### config.mk
export PLATFORM = sky130hd
export DESIGN_NAME = ptpr_regs
export DESIGN_NICKNAME = d
export VERILOG_FILES = /design/src/ptpr_pkg.sv /design/src/ptpr_regs.sv
export SDC_FILE = /design/constraint.sdc
export NUM_CORES = 1
export LEC_CHECK = 0
export BUFFER_PORTS_ARGS = -buffer_cell sky130_fd_sc_hd__clkbuf_2
export CAP_MARGIN = 20
export CORE_ASPECT_RATIO = 0.6
export CORE_MARGIN = 3
export CORE_UTILIZATION = 25
export DETAILED_ROUTE_END_ITERATION = 7
export PLACE_DENSITY_LB_ADDON = 0.2
export SYNTH_ARGS = -nofsm -noshare
export SYNTH_HDL_FRONTEND = slang
export SYNTH_SLANG_ARGS = --single-unit
### constraint.sdc
create_clock -name hclk -period 7.35 [get_ports hclk]
set_clock_uncertainty 0.1 [all_clocks]
set_input_delay 1.1025 -clock hclk [delete_from_list [all_inputs] [get_ports hclk]]
set_output_delay 1.1025 -clock hclk [all_outputs]
set_load 0.05 [all_outputs]
### src/ptpr_pkg.sv
package ptpr_pkg;
	// ------------------------------------------------------------
	// register map
	// ------------------------------------------------------------
	localparam logic [8:0] OFS_TX_DETECT = 9'h158;
	localparam logic [8:0] OFS_CORR_HIGH = 9'h180;
	localparam logic [8:0] OFS_CORR_LOW = 9'h184;
	localparam logic [8:0] OFS_CHK_DROP = 9'h188;
	localparam logic [8:0] OFS_FLT_DROP = 9'h18c;
	localparam logic [8:0] OFS_REFRESH = 9'h1f8;
	localparam logic [8:0] OFS_BANK_SEL = 9'h1fc;
	localparam logic [2:0] BANK_PORT1 = 3'h1;
	localparam logic [2:0] BANK_PORT2 = 3'h2;
	localparam logic [2:0] BANK_SEL_RST = 3'h1;
	// ------------------------------------------------------------
	// fields and reset values
	// ------------------------------------------------------------
	localparam int TXD_L2_PEER = 14;
	localparam int TXD_L2_GEN = 13;
	localparam int TXD_PAIR_ONE = 12;
	localparam int TXD_PAIR_TWO = 11;
	localparam int REFRESH_BIT = 31;
	localparam logic [31:0] TX_DETECT_RST = 32'h0000_7000;
	localparam logic [31:0] TX_DETECT_MASK = 32'h0000_7800;
	localparam logic [31:0] CORR_LOW_MASK = 32'hffff_0000;
	localparam logic [31:0] WORD_ZERO = 32'h0000_0000;
	localparam logic [31:0] COUNT_MAX = 32'hffff_ffff;
	// ------------------------------------------------------------
	// destination addresses
	// ------------------------------------------------------------
	localparam logic [47:0] MAC_L2_PEER = 48'h0180_c200_000e;
	localparam logic [47:0] MAC_L2_GEN = 48'h011b_1900_0000;
	localparam logic [47:0] MAC_V4_ONE = 48'h0100_5e00_0181;
	localparam logic [47:0] MAC_V4_TWO = 48'h0100_5e00_0182;
	localparam logic [47:0] MAC_V6_ONE = 48'h3333_0000_0181;
	localparam logic [47:0] MAC_V6_TWO = 48'h3333_0000_0182;
	localparam logic [31:0] IP4_ONE = 32'he000_0181;
	localparam logic [31:0] IP4_TWO = 32'he000_0182;
	localparam logic [127:0] IP6_ONE = 128'hff00_0000_0000_0000_0000_0000_0000_0181;
	localparam logic [127:0] IP6_TWO = 128'hff00_0000_0000_0000_0000_0000_0000_0182;
	// scope nibble is a wildcard
	localparam logic [127:0] IP6_MASK = 128'hfff0_ffff_ffff_ffff_ffff_ffff_ffff_ffff;
	// ------------------------------------------------------------
	// types
	// ------------------------------------------------------------
	typedef enum logic [1:0] {KIND_L2, KIND_IPV4, KIND_IPV6, KIND_OTHER} ptpr_kind_e;
	typedef struct packed {
		logic valid;
		ptpr_kind_e kind;
		logic [47:0] mac;
		logic [31:0] ip4;
		logic [127:0] ip6;
	} ptpr_tx_frame_s;
	typedef struct packed {
		logic pdreq_valid;
		logic [63:0] correction;
		logic chk_drop;
		logic flt_drop;
	} ptpr_rx_evt_s;
endpackage

### src/ptpr_regs.sv
`timescale 1ns/10ps
module ptpr_regs
(
	input wire logic hclk,
	input wire logic hresetn,
	input wire logic hsel,
	input wire logic [31:0] haddr,
	input wire logic [1:0] htrans,
	input wire logic hwrite,
	input wire logic [2:0] hsize,
	input wire logic [31:0] hwdata,
	input wire logic hready,
	output logic hreadyout,
	output logic hresp,
	output logic [31:0] hrdata,
	input wire ptpr_pkg::ptpr_rx_evt_s rx_evt,
	output logic rx_frame_error,
	input wire ptpr_pkg::ptpr_tx_frame_s tx_frame,
	output logic tx_is_ptp_valid,
	output logic tx_is_ptp
);
	// ------------------------------------------------------------
	// helpers
	// ------------------------------------------------------------
	// counters stop at all-ones so a long-running tally never reads small again
	function automatic logic [31:0] sat_inc(input logic [31:0] v, input logic ev);
		sat_inc = (ev && (v != ptpr_pkg::COUNT_MAX)) ? v + 32'h0000_0001 : v;
	endfunction

	// ipv6 compare ignores the multicast scope nibble
	function automatic logic ip6_hit(input logic [127:0] a, input logic [127:0] b);
		ip6_hit = ((a ^ b) & ptpr_pkg::IP6_MASK) == 128'h0;
	endfunction

	// ------------------------------------------------------------
	// bus slave: address phase capture
	// ------------------------------------------------------------
	logic ph_wr;
	logic ph_rd;
	logic [8:0] ph_ofs;
	logic [2:0] bank_sel;
	logic refresh_en;
	logic [31:0] corr_high;
	logic [15:0] corr_low;
	logic [31:0] chk_count;
	logic [31:0] flt_count;
	logic [3:0] tx_detect;

	wire logic ap_valid = hsel && htrans[1] && hready;
	wire logic [8:0] ap_ofs = {haddr[8:2], 2'b00};

	// zero wait states, never an error
	assign hreadyout = 1'b1;
	assign hresp = 1'b0;

	always_ff @(posedge hclk or negedge hresetn)
	begin
		if (!hresetn)
		begin
			ph_wr <= 1'b0;
			ph_ofs <= 9'h000;
		end
		else
		begin
			ph_wr <= ap_valid && hwrite;
			ph_ofs <= ap_ofs;
		end
	end

	// ------------------------------------------------------------
	// decode: bank select is visible in every bank
	// ------------------------------------------------------------
	function automatic logic hit(input logic [8:0] ofs, input logic [8:0] want,
		input logic [2:0] bank, input logic [2:0] need);
		hit = (ofs == want) && (bank == need);
	endfunction

	wire logic [2:0] bk = bank_sel;
	wire logic wr_bank = ph_wr && (ph_ofs == ptpr_pkg::OFS_BANK_SEL);
	wire logic wr_tx_detect = ph_wr && hit(ph_ofs, ptpr_pkg::OFS_TX_DETECT, bk,
		ptpr_pkg::BANK_PORT2);
	wire logic wr_corr_high = ph_wr && hit(ph_ofs, ptpr_pkg::OFS_CORR_HIGH, bk,
		ptpr_pkg::BANK_PORT1);
	wire logic wr_corr_low = ph_wr && hit(ph_ofs, ptpr_pkg::OFS_CORR_LOW, bk,
		ptpr_pkg::BANK_PORT1);
	wire logic wr_chk = ph_wr && hit(ph_ofs, ptpr_pkg::OFS_CHK_DROP, bk, ptpr_pkg::BANK_PORT1);
	wire logic wr_flt = ph_wr && hit(ph_ofs, ptpr_pkg::OFS_FLT_DROP, bk, ptpr_pkg::BANK_PORT1);
	wire logic wr_refresh = ph_wr && hit(ph_ofs, ptpr_pkg::OFS_REFRESH, bk,
		ptpr_pkg::BANK_PORT1);

	// ------------------------------------------------------------
	// control registers
	// ------------------------------------------------------------
	always_ff @(posedge hclk or negedge hresetn)
	begin
		if (!hresetn)
		begin
			bank_sel <= ptpr_pkg::BANK_SEL_RST;
			refresh_en <= 1'b0;
			tx_detect <= ptpr_pkg::TX_DETECT_RST[ptpr_pkg::TXD_L2_PEER:ptpr_pkg::TXD_PAIR_TWO];
		end
		else
		begin
			if (wr_bank)
				bank_sel <= hwdata[2:0];
			if (wr_refresh)
				refresh_en <= hwdata[ptpr_pkg::REFRESH_BIT];
			if (wr_tx_detect)
				tx_detect <= hwdata[ptpr_pkg::TXD_L2_PEER:ptpr_pkg::TXD_PAIR_TWO];
		end
	end

	// ------------------------------------------------------------
	// correction value: hardware capture beats a same-cycle write
	// ------------------------------------------------------------
	wire logic corr_load = rx_evt.pdreq_valid && refresh_en;

	always_ff @(posedge hclk or negedge hresetn)
	begin
		if (!hresetn)
		begin
			corr_high <= ptpr_pkg::WORD_ZERO;
			corr_low <= 16'h0000;
		end
		else if (corr_load)
		begin
			corr_high <= rx_evt.correction[63:32];
			corr_low <= rx_evt.correction[31:16]; // fraction bits 15:0 dropped
		end
		else
		begin
			if (wr_corr_high)
				corr_high <= hwdata;
			if (wr_corr_low)
				corr_low <= hwdata[31:16];
		end
	end

	// ------------------------------------------------------------
	// drop counters: a write sets the base, the event still counts
	// ------------------------------------------------------------
	wire logic [31:0] chk_base = wr_chk ? hwdata : chk_count;
	wire logic [31:0] flt_base = wr_flt ? hwdata : flt_count;
	wire logic [31:0] next_chk = sat_inc(chk_base, rx_evt.chk_drop);
	wire logic [31:0] next_flt = sat_inc(flt_base, rx_evt.flt_drop);

	always_ff @(posedge hclk or negedge hresetn)
	begin
		if (!hresetn)
		begin
			chk_count <= ptpr_pkg::WORD_ZERO;
			flt_count <= ptpr_pkg::WORD_ZERO;
			rx_frame_error <= 1'b0;
		end
		else
		begin
			chk_count <= next_chk;
			flt_count <= next_flt;
			rx_frame_error <= rx_evt.chk_drop || rx_evt.flt_drop;
		end
	end

	// ------------------------------------------------------------
	// transmit PTP detection
	// ------------------------------------------------------------
	wire logic is_l2 = tx_frame.kind == ptpr_pkg::KIND_L2;
	wire logic is_v4 = tx_frame.kind == ptpr_pkg::KIND_IPV4;
	wire logic is_v6 = tx_frame.kind == ptpr_pkg::KIND_IPV6;
	wire logic m_peer = is_l2 && (tx_frame.mac == ptpr_pkg::MAC_L2_PEER);
	wire logic m_gen = is_l2 && (tx_frame.mac == ptpr_pkg::MAC_L2_GEN);
	wire logic m_one = (is_v4 && (tx_frame.mac == ptpr_pkg::MAC_V4_ONE)
		&& (tx_frame.ip4 == ptpr_pkg::IP4_ONE))
		|| (is_v6 && (tx_frame.mac == ptpr_pkg::MAC_V6_ONE)
		&& ip6_hit(tx_frame.ip6, ptpr_pkg::IP6_ONE));
	wire logic m_two = (is_v4 && (tx_frame.mac == ptpr_pkg::MAC_V4_TWO)
		&& (tx_frame.ip4 == ptpr_pkg::IP4_TWO))
		|| (is_v6 && (tx_frame.mac == ptpr_pkg::MAC_V6_TWO)
		&& ip6_hit(tx_frame.ip6, ptpr_pkg::IP6_TWO));
	wire logic en_peer = tx_detect[ptpr_pkg::TXD_L2_PEER - ptpr_pkg::TXD_PAIR_TWO];
	wire logic en_gen = tx_detect[ptpr_pkg::TXD_L2_GEN - ptpr_pkg::TXD_PAIR_TWO];
	wire logic en_one = tx_detect[ptpr_pkg::TXD_PAIR_ONE - ptpr_pkg::TXD_PAIR_TWO];
	wire logic en_two = tx_detect[0];
	wire logic tx_hit = (en_peer && m_peer)
		|| (en_gen && m_gen)
		|| (en_one && m_one)
		|| (en_two && m_two);

	always_ff @(posedge hclk or negedge hresetn)
	begin
		if (!hresetn)
		begin
			tx_is_ptp_valid <= 1'b0;
			tx_is_ptp <= 1'b0;
		end
		else
		begin
			tx_is_ptp_valid <= tx_frame.valid;
			tx_is_ptp <= tx_frame.valid && tx_hit;
		end
	end

	// ------------------------------------------------------------
	// read mux, registered at the address phase
	// ------------------------------------------------------------
	logic [31:0] rd_mux;

	always_comb
	begin
		rd_mux = ptpr_pkg::WORD_ZERO;
		if (ap_ofs == ptpr_pkg::OFS_BANK_SEL)
			rd_mux = {29'h0, bank_sel};
		else if (bank_sel == ptpr_pkg::BANK_PORT2)
		begin
			if (ap_ofs == ptpr_pkg::OFS_TX_DETECT)
				rd_mux = {17'h0, tx_detect, 11'h0} & ptpr_pkg::TX_DETECT_MASK;
		end
		else if (bank_sel == ptpr_pkg::BANK_PORT1)
		begin
			case (ap_ofs)
				ptpr_pkg::OFS_CORR_HIGH: rd_mux = corr_high;
				ptpr_pkg::OFS_CORR_LOW:
					rd_mux = {corr_low, 16'h0} & ptpr_pkg::CORR_LOW_MASK;
				ptpr_pkg::OFS_CHK_DROP: rd_mux = chk_count;
				ptpr_pkg::OFS_FLT_DROP: rd_mux = flt_count;
				ptpr_pkg::OFS_REFRESH: rd_mux = {refresh_en, 31'h0};
				default: rd_mux = ptpr_pkg::WORD_ZERO;
			endcase
		end
	end

	// a read issued right after a write to the same word is not forwarded;
	// the master inserts an idle cycle between transfers
	always_ff @(posedge hclk or negedge hresetn)
	begin
		if (!hresetn)
		begin
			ph_rd <= 1'b0;
			hrdata <= ptpr_pkg::WORD_ZERO;
		end
		else
		begin
			ph_rd <= ap_valid && !hwrite;
			if (ap_valid && !hwrite)
				hrdata <= rd_mux;
		end
	end

	// ------------------------------------------------------------
	// assertions
	// ------------------------------------------------------------
	property p_corr_capture;
		@(posedge hclk) disable iff (!hresetn)
		corr_load |=> (corr_high == $past(rx_evt.correction[63:32]))
			&& (corr_low == $past(rx_evt.correction[31:16]));
	endproperty
	a_corr_capture: assert property (p_corr_capture) else $error("correction not captured");

	property p_corr_low_read;
		@(posedge hclk) disable iff (!hresetn)
		ph_rd && (ph_ofs == ptpr_pkg::OFS_CORR_LOW) |-> (hrdata[15:0] == 16'h0000);
	endproperty
	a_corr_low_read: assert property (p_corr_low_read) else $error("reserved bits not zero");

	property p_corr_hold;
		@(posedge hclk) disable iff (!hresetn)
		!refresh_en && !wr_corr_high |=> $stable(corr_high);
	endproperty
	a_corr_hold: assert property (p_corr_hold) else $error("correction moved");

	property p_chk_inc;
		@(posedge hclk) disable iff (!hresetn)
		rx_evt.chk_drop && !wr_chk && (chk_count != ptpr_pkg::COUNT_MAX)
			|=> chk_count == $past(chk_count) + 32'h0000_0001;
	endproperty
	a_chk_inc: assert property (p_chk_inc) else $error("checksum count missed");

	property p_flt_inc;
		@(posedge hclk) disable iff (!hresetn)
		rx_evt.flt_drop && !wr_flt && (flt_count != ptpr_pkg::COUNT_MAX)
			|=> flt_count == $past(flt_count) + 32'h0000_0001;
	endproperty
	a_flt_inc: assert property (p_flt_inc) else $error("filter count missed");

	property p_saturate;
		@(posedge hclk) disable iff (!hresetn)
		(chk_count == ptpr_pkg::COUNT_MAX) && !wr_chk |=> chk_count == ptpr_pkg::COUNT_MAX;
	endproperty
	a_saturate: assert property (p_saturate) else $error("counter wrapped");

	property p_clear;
		@(posedge hclk) disable iff (!hresetn)
		wr_flt && (hwdata == ptpr_pkg::WORD_ZERO) |=> flt_count == {31'h0, $past(rx_evt.flt_drop)};
	endproperty
	a_clear: assert property (p_clear) else $error("counter not cleared");

	property p_frame_error;
		@(posedge hclk) disable iff (!hresetn)
		rx_evt.chk_drop || rx_evt.flt_drop |=> rx_frame_error;
	endproperty
	a_frame_error: assert property (p_frame_error) else $error("drop not flagged");

	property p_peer_detect;
		@(posedge hclk) disable iff (!hresetn)
		tx_frame.valid && m_peer && en_peer |=> tx_is_ptp && tx_is_ptp_valid;
	endproperty
	a_peer_detect: assert property (p_peer_detect) else $error("peer frame missed");

	property p_no_enable;
		@(posedge hclk) disable iff (!hresetn)
		tx_frame.valid && !(en_gen && m_gen) && !(en_peer && m_peer) && !(en_one && m_one)
			&& !(en_two && m_two) |=> !tx_is_ptp;
	endproperty
	a_no_enable: assert property (p_no_enable) else $error("frame wrongly marked");

	property p_bank_guard;
		@(posedge hclk) disable iff (!hresetn)
		ph_wr && (ph_ofs == ptpr_pkg::OFS_CORR_HIGH) && (bank_sel != ptpr_pkg::BANK_PORT1)
			&& !corr_load |=> $stable(corr_high);
	endproperty
	a_bank_guard: assert property (p_bank_guard) else $error("wrong bank written");

	// the error flag is a pulse: it never stands without a drop behind it
	property p_frame_quiet;
		@(posedge hclk) disable iff (!hresetn)
		!rx_evt.chk_drop && !rx_evt.flt_drop |=> !rx_frame_error;
	endproperty
	a_frame_quiet: assert property (p_frame_quiet) else $error("spurious frame error");

	property p_flt_saturate;
		@(posedge hclk) disable iff (!hresetn)
		(flt_count == ptpr_pkg::COUNT_MAX) && !wr_flt |=> flt_count == ptpr_pkg::COUNT_MAX;
	endproperty
	a_flt_saturate: assert property (p_flt_saturate) else $error("filter count wrapped");

	property p_corr_low_write;
		@(posedge hclk) disable iff (!hresetn)
		wr_corr_low && !corr_load |=> corr_low == $past(hwdata[31:16]);
	endproperty
	a_corr_low_write: assert property (p_corr_low_write) else $error("low lost");

	property p_detect_write;
		@(posedge hclk) disable iff (!hresetn)
		wr_tx_detect
			|=> tx_detect == $past(hwdata[ptpr_pkg::TXD_L2_PEER:ptpr_pkg::TXD_PAIR_TWO]);
	endproperty
	a_detect_write: assert property (p_detect_write) else $error("enables lost");

	property p_gen_detect;
		@(posedge hclk) disable iff (!hresetn)
		tx_frame.valid && m_gen && en_gen |=> tx_is_ptp;
	endproperty
	a_gen_detect: assert property (p_gen_detect) else $error("general frame missed");

	property p_one_detect;
		@(posedge hclk) disable iff (!hresetn)
		tx_frame.valid && m_one && en_one |=> tx_is_ptp;
	endproperty
	a_one_detect: assert property (p_one_detect)
		else $error("pair one missed");

	property p_two_detect;
		@(posedge hclk) disable iff (!hresetn)
		tx_frame.valid && m_two && en_two |=> tx_is_ptp;
	endproperty
	a_two_detect: assert property (p_two_detect)
		else $error("pair two missed");

	property p_valid_follow;
		@(posedge hclk) disable iff (!hresetn)
		1'b1 |=> tx_is_ptp_valid == $past(tx_frame.valid);
	endproperty
	a_valid_follow: assert property (p_valid_follow) else $error("verdict strobe lost");

	// frames of no known kind are never PTP, whatever the enables say
	property p_other_kind;
		@(posedge hclk) disable iff (!hresetn)
		tx_frame.valid && (tx_frame.kind == ptpr_pkg::KIND_OTHER) |=> !tx_is_ptp;
	endproperty
	a_other_kind: assert property (p_other_kind) else $error("unknown kind marked");

	c_capture: cover property (@(posedge hclk) disable iff (!hresetn) corr_load);
	c_saturated: cover property (@(posedge hclk) disable iff (!hresetn)
		rx_evt.chk_drop && (chk_count == ptpr_pkg::COUNT_MAX));
	c_tx_ptp: cover property (@(posedge hclk) disable iff (!hresetn) tx_is_ptp);
	c_clear_race: cover property (@(posedge hclk) disable iff (!hresetn)
		wr_flt && rx_evt.flt_drop);
endmodule // ptpr_regs

==> out/results.txt <==
Status -> finished, final reports clean
RSZ-0062 raised after global routing -> false
GRT overflow -> 0
Crit-path cells -> or3b_1 > nor4_4 > buf_4 > mux2i_1 > nand2_1 > or4b_1 > and2_1 > nand3_1 > a21boi_1
DR top layer -> met5
Post-Place Cells -> 1919
Leakage power -> 5.807 nW
Slew Viols, Final -> 0
Max_slew headroom -> 45.45%
Crit-path max FO -> 42
Final setup fails -> 0
WL met1 -> 20220 µm
Register area share after synthesis -> 40.58%
Starting Density -> 25.56%
Via count -> 9882
Clock Sinks -> 163
WL/cell -> 22.28 µm
Max incr delay on CP -> 780 ps
Worst EP arrival -> 5070 ps
Routed length on met2 -> 18890 µm
Post-CTS Setup Inserts -> 0
Core ar. -> 0.03938 mm²
Final HPWL DP -> 34580 µm
DRT iter0 DRCs -> 659
CTS Buf Count -> 17
Crit-path slowest cell -> or4b_1
CTS tree -> built
R2r endpoint -> flt_count[13]$_DFF_PN0_
Fin util -> 32.76%
Htree depth -> 4
Hold Startpoint -> hrdata[19]$_DFFE_PN0P_
Fmax -> 0.2081 GHz
Fin cells -> 1952
Simple-Gate Fraction of Synth Area -> 26.98%
Area of the multi-input gates -> 0.005729 mm²
Root buf cell -> clkbuf_16
Post-Syn Area -> 0.01006 mm²
Hold Path Sink -> hrdata[19]$_DFFE_PN0P_
Die X -> 265.0 µm
Crit Path Class -> reg2reg
Post-synthesis mux area share -> 16.66%
CP Launch Type -> flop
Core Rows -> 56
I/O Pins -> 389
Fin crit share -> 65.39%
CTS max path bufs -> 2
Storage cell area -> 0.004084 mm²
Top cells by area, synth -> dfrtp_1 (40%), nand2_1 (8.0%), mux2i_1 (7.9%)
Syn_nets -> 1458
CTS hold repair buffers -> 0
Reg-to-reg startpoint -> bank_sel[0]$_DFFE_PN1P_
Hold path cells -> 2
Detail Route Antenna Nets -> 0
Largest net degree at the start of global routing -> 83
Clock transition at the registers of the reported paths -> 70 ps
CP required -> 7620 ps
# resized after CTS -> 0
Worst-margin pin slew -> 818.3 ps
Setup tns final -> 0 ps
PwrDens -> 194.0 mW/mm²
Worst-Skew Late Latency -> 450 ps
Crit path max-delay family -> simple AND/OR/NAND/NOR gates
Initial DRT Pass Iterations -> 5
Hold Path Class -> reg2reg
Layout cells sized above 1 -> 32.61%
Main combinational cell family by area after synthesis -> simple AND/OR/NAND/NOR gates
Drc violations -> 0
Routed met3 length -> 3561 µm
GRT Util Overall -> 20.15%
Final hold violation count -> 0
Syn_area_per_cell -> 9.099 µm²
Area growth, synth to finish -> 28.19%
Crit. End Element -> flop
Routability cong. -> 0.8763
Tmin final -> 4806 ps
Synth Warn # -> 0
Post-synth top area share -> 39.54%
Max_cap viols -> 0
First-pass GRT wire length -> 64260 µm
Yosys cell types -> 63
Worst R2R Setup Slack -> 2540 ps
Register-to-Register Path Depth -> 9
Via/cell ratio -> 5.063
Fillers -> 4181
Adder-Cell Fraction of Synth Area -> 0%
Compound-Gate Fraction of Synth Area -> 10.31%
Die H -> 161.4 µm
Nets -> 1768
CP Buf/Inv Count -> 1
Antenna violations before repair -> 7
Asr flop ratio synth -> 100.0%
Post-Route WL -> 43490 µm
Synth Instances -> 1106
Yosys reg bits -> 163
Die area -> 0.04278 mm²
Top FF cell, synth -> dfrtp_1
Number of synthesized flops with an enable pin -> 0
Vias in the first global route -> 9994
Xor/xnor share of the synthesized area -> 2.698%
PortBufs -> 337
Worst vdd ir -> 0.1544 mV
Area leader, netlist -> dfrtp_1
-- cell usage after synthesis, drive strengths merged (5+ instances only) --
master	number
mux2i	79
dfrtp	159
o21a	5
nor4b	11
xor2	20
mux2	46
a211oi	7
nand4	37
nand3b	16
o31ai	10
a31oi	21
and2	14
or2	7
buf	15
nand4b	5
nand2	214
o21ai	31
nor4	40
mux4	16
clkbuf	48
a21oi	31
nand3	47
or4	11
xnor2	11
nor2	80
nor3	25
nor3b	8
a21boi	6
or3	7
and3	7
a22oi	33
-- kinds of logic (layout without fill, tap and decap cells) --
kind of cell | Yosys count | count (layout)
DFF | 163 | 163
and+or+nand+nor | 543 | 543
AOI/OAI and AO/OA | 159 | 159
muxes | 141 | 141
other | 2 | 3
buffers and inverters | 67 | 390
xor gates and xnor gates | 31 | 31
-- flip-flops by register name, indices dropped and copies added, names as in the netlist, 3 cells and up --
signal and count:
ph_ofs 7, bank_sel 3, hrdata 32, tx_detect 4, chk_count 32, flt_count 32
corr_high 32, corr_low 16
-- cells in the final DEF (no fill, tap or decap), types with 17 or more instances in the layout --
master	Yosys	layout
dfrtp_1	159	159
nor4_1	39	38
o21ai_0	30	30
mux2_2	43	43
clkbuf_16	0	17
a22oi_1	33	33
a21oi_1	31	30
nand4_1	37	37
xor2_1	20	20
nor3_1	25	25
nand2_1	214	214
clkbuf_2	1	336
mux2i_1	79	79
a31oi_1	21	21
nand3_1	47	47
nor2_1	79	79
-- layout make-up --
type,count,share of cell area (%)
flip-flops and latches,163,31.66
inverters,4,0.1164
repair buffers,354,14.14
clock inverters,12,1.203
multi-input cells,876,44.41
clock buffers,20,3.385
well taps,522,5.063
diodes,1,0.01940
-- worst max path at each step --
stage,startpoint,to,cells after the start
detailed placement,bank_sel[0]$_DFFE_PN1P_,chk_count[29]$_DFF_PN0_,9
finish,bank_sel[0]$_DFFE_PN1P_,flt_count[13]$_DFF_PN0_,9
global route,bank_sel[0]$_DFFE_PN1P_,flt_count[13]$_DFF_PN0_,9
floorplan,bank_sel[0]$_DFFE_PN1P_,chk_count[21]$_DFF_PN0_,11
CTS,bank_sel[0]$_DFFE_PN1P_,chk_count[29]$_DFF_PN0_,9
global placement,bank_sel[0]$_DFFE_PN1P_,flt_count[13]$_DFF_PN0_,9
-- per-layer routing --
layer,global-route usage (%),vias up
li1,-,4693
met1,28.14,4798
met2,30.29,336
met3,6.532,45
met4,4.630,10
met5,0,-
-- per-stage QoR --
step	setup slack [ps]	total power, mW	hold WS, ps	instance area [µm²]
after floorplan	3596	1.328	345.2	10060
after global placement	2605	1.575	359.5	12290
after detailed placement	2607	1.582	365.4	12310
after CTS	2590	2.523	382.8	12900
after global routing	2354	2.631	399.8	12900
final	2544	2.502	373.8	12900
-- worst min-delay path: stages, from the launching register on --
cell	delay, ps
dfrtp_1	340
nand2_1	50
nand2_1	50
-- power breakdown --
| part | switching (mW) | internal [mW] | total (mW) |
|---|---|---|---|
| clock network | 0.399 | 0.535 | 0.934 |
| registers | 0.0917 | 0.968 | 1.06 |
| logic | 0.286 | 0.223 | 0.508 |
Power figures use the tool's default switching activity.
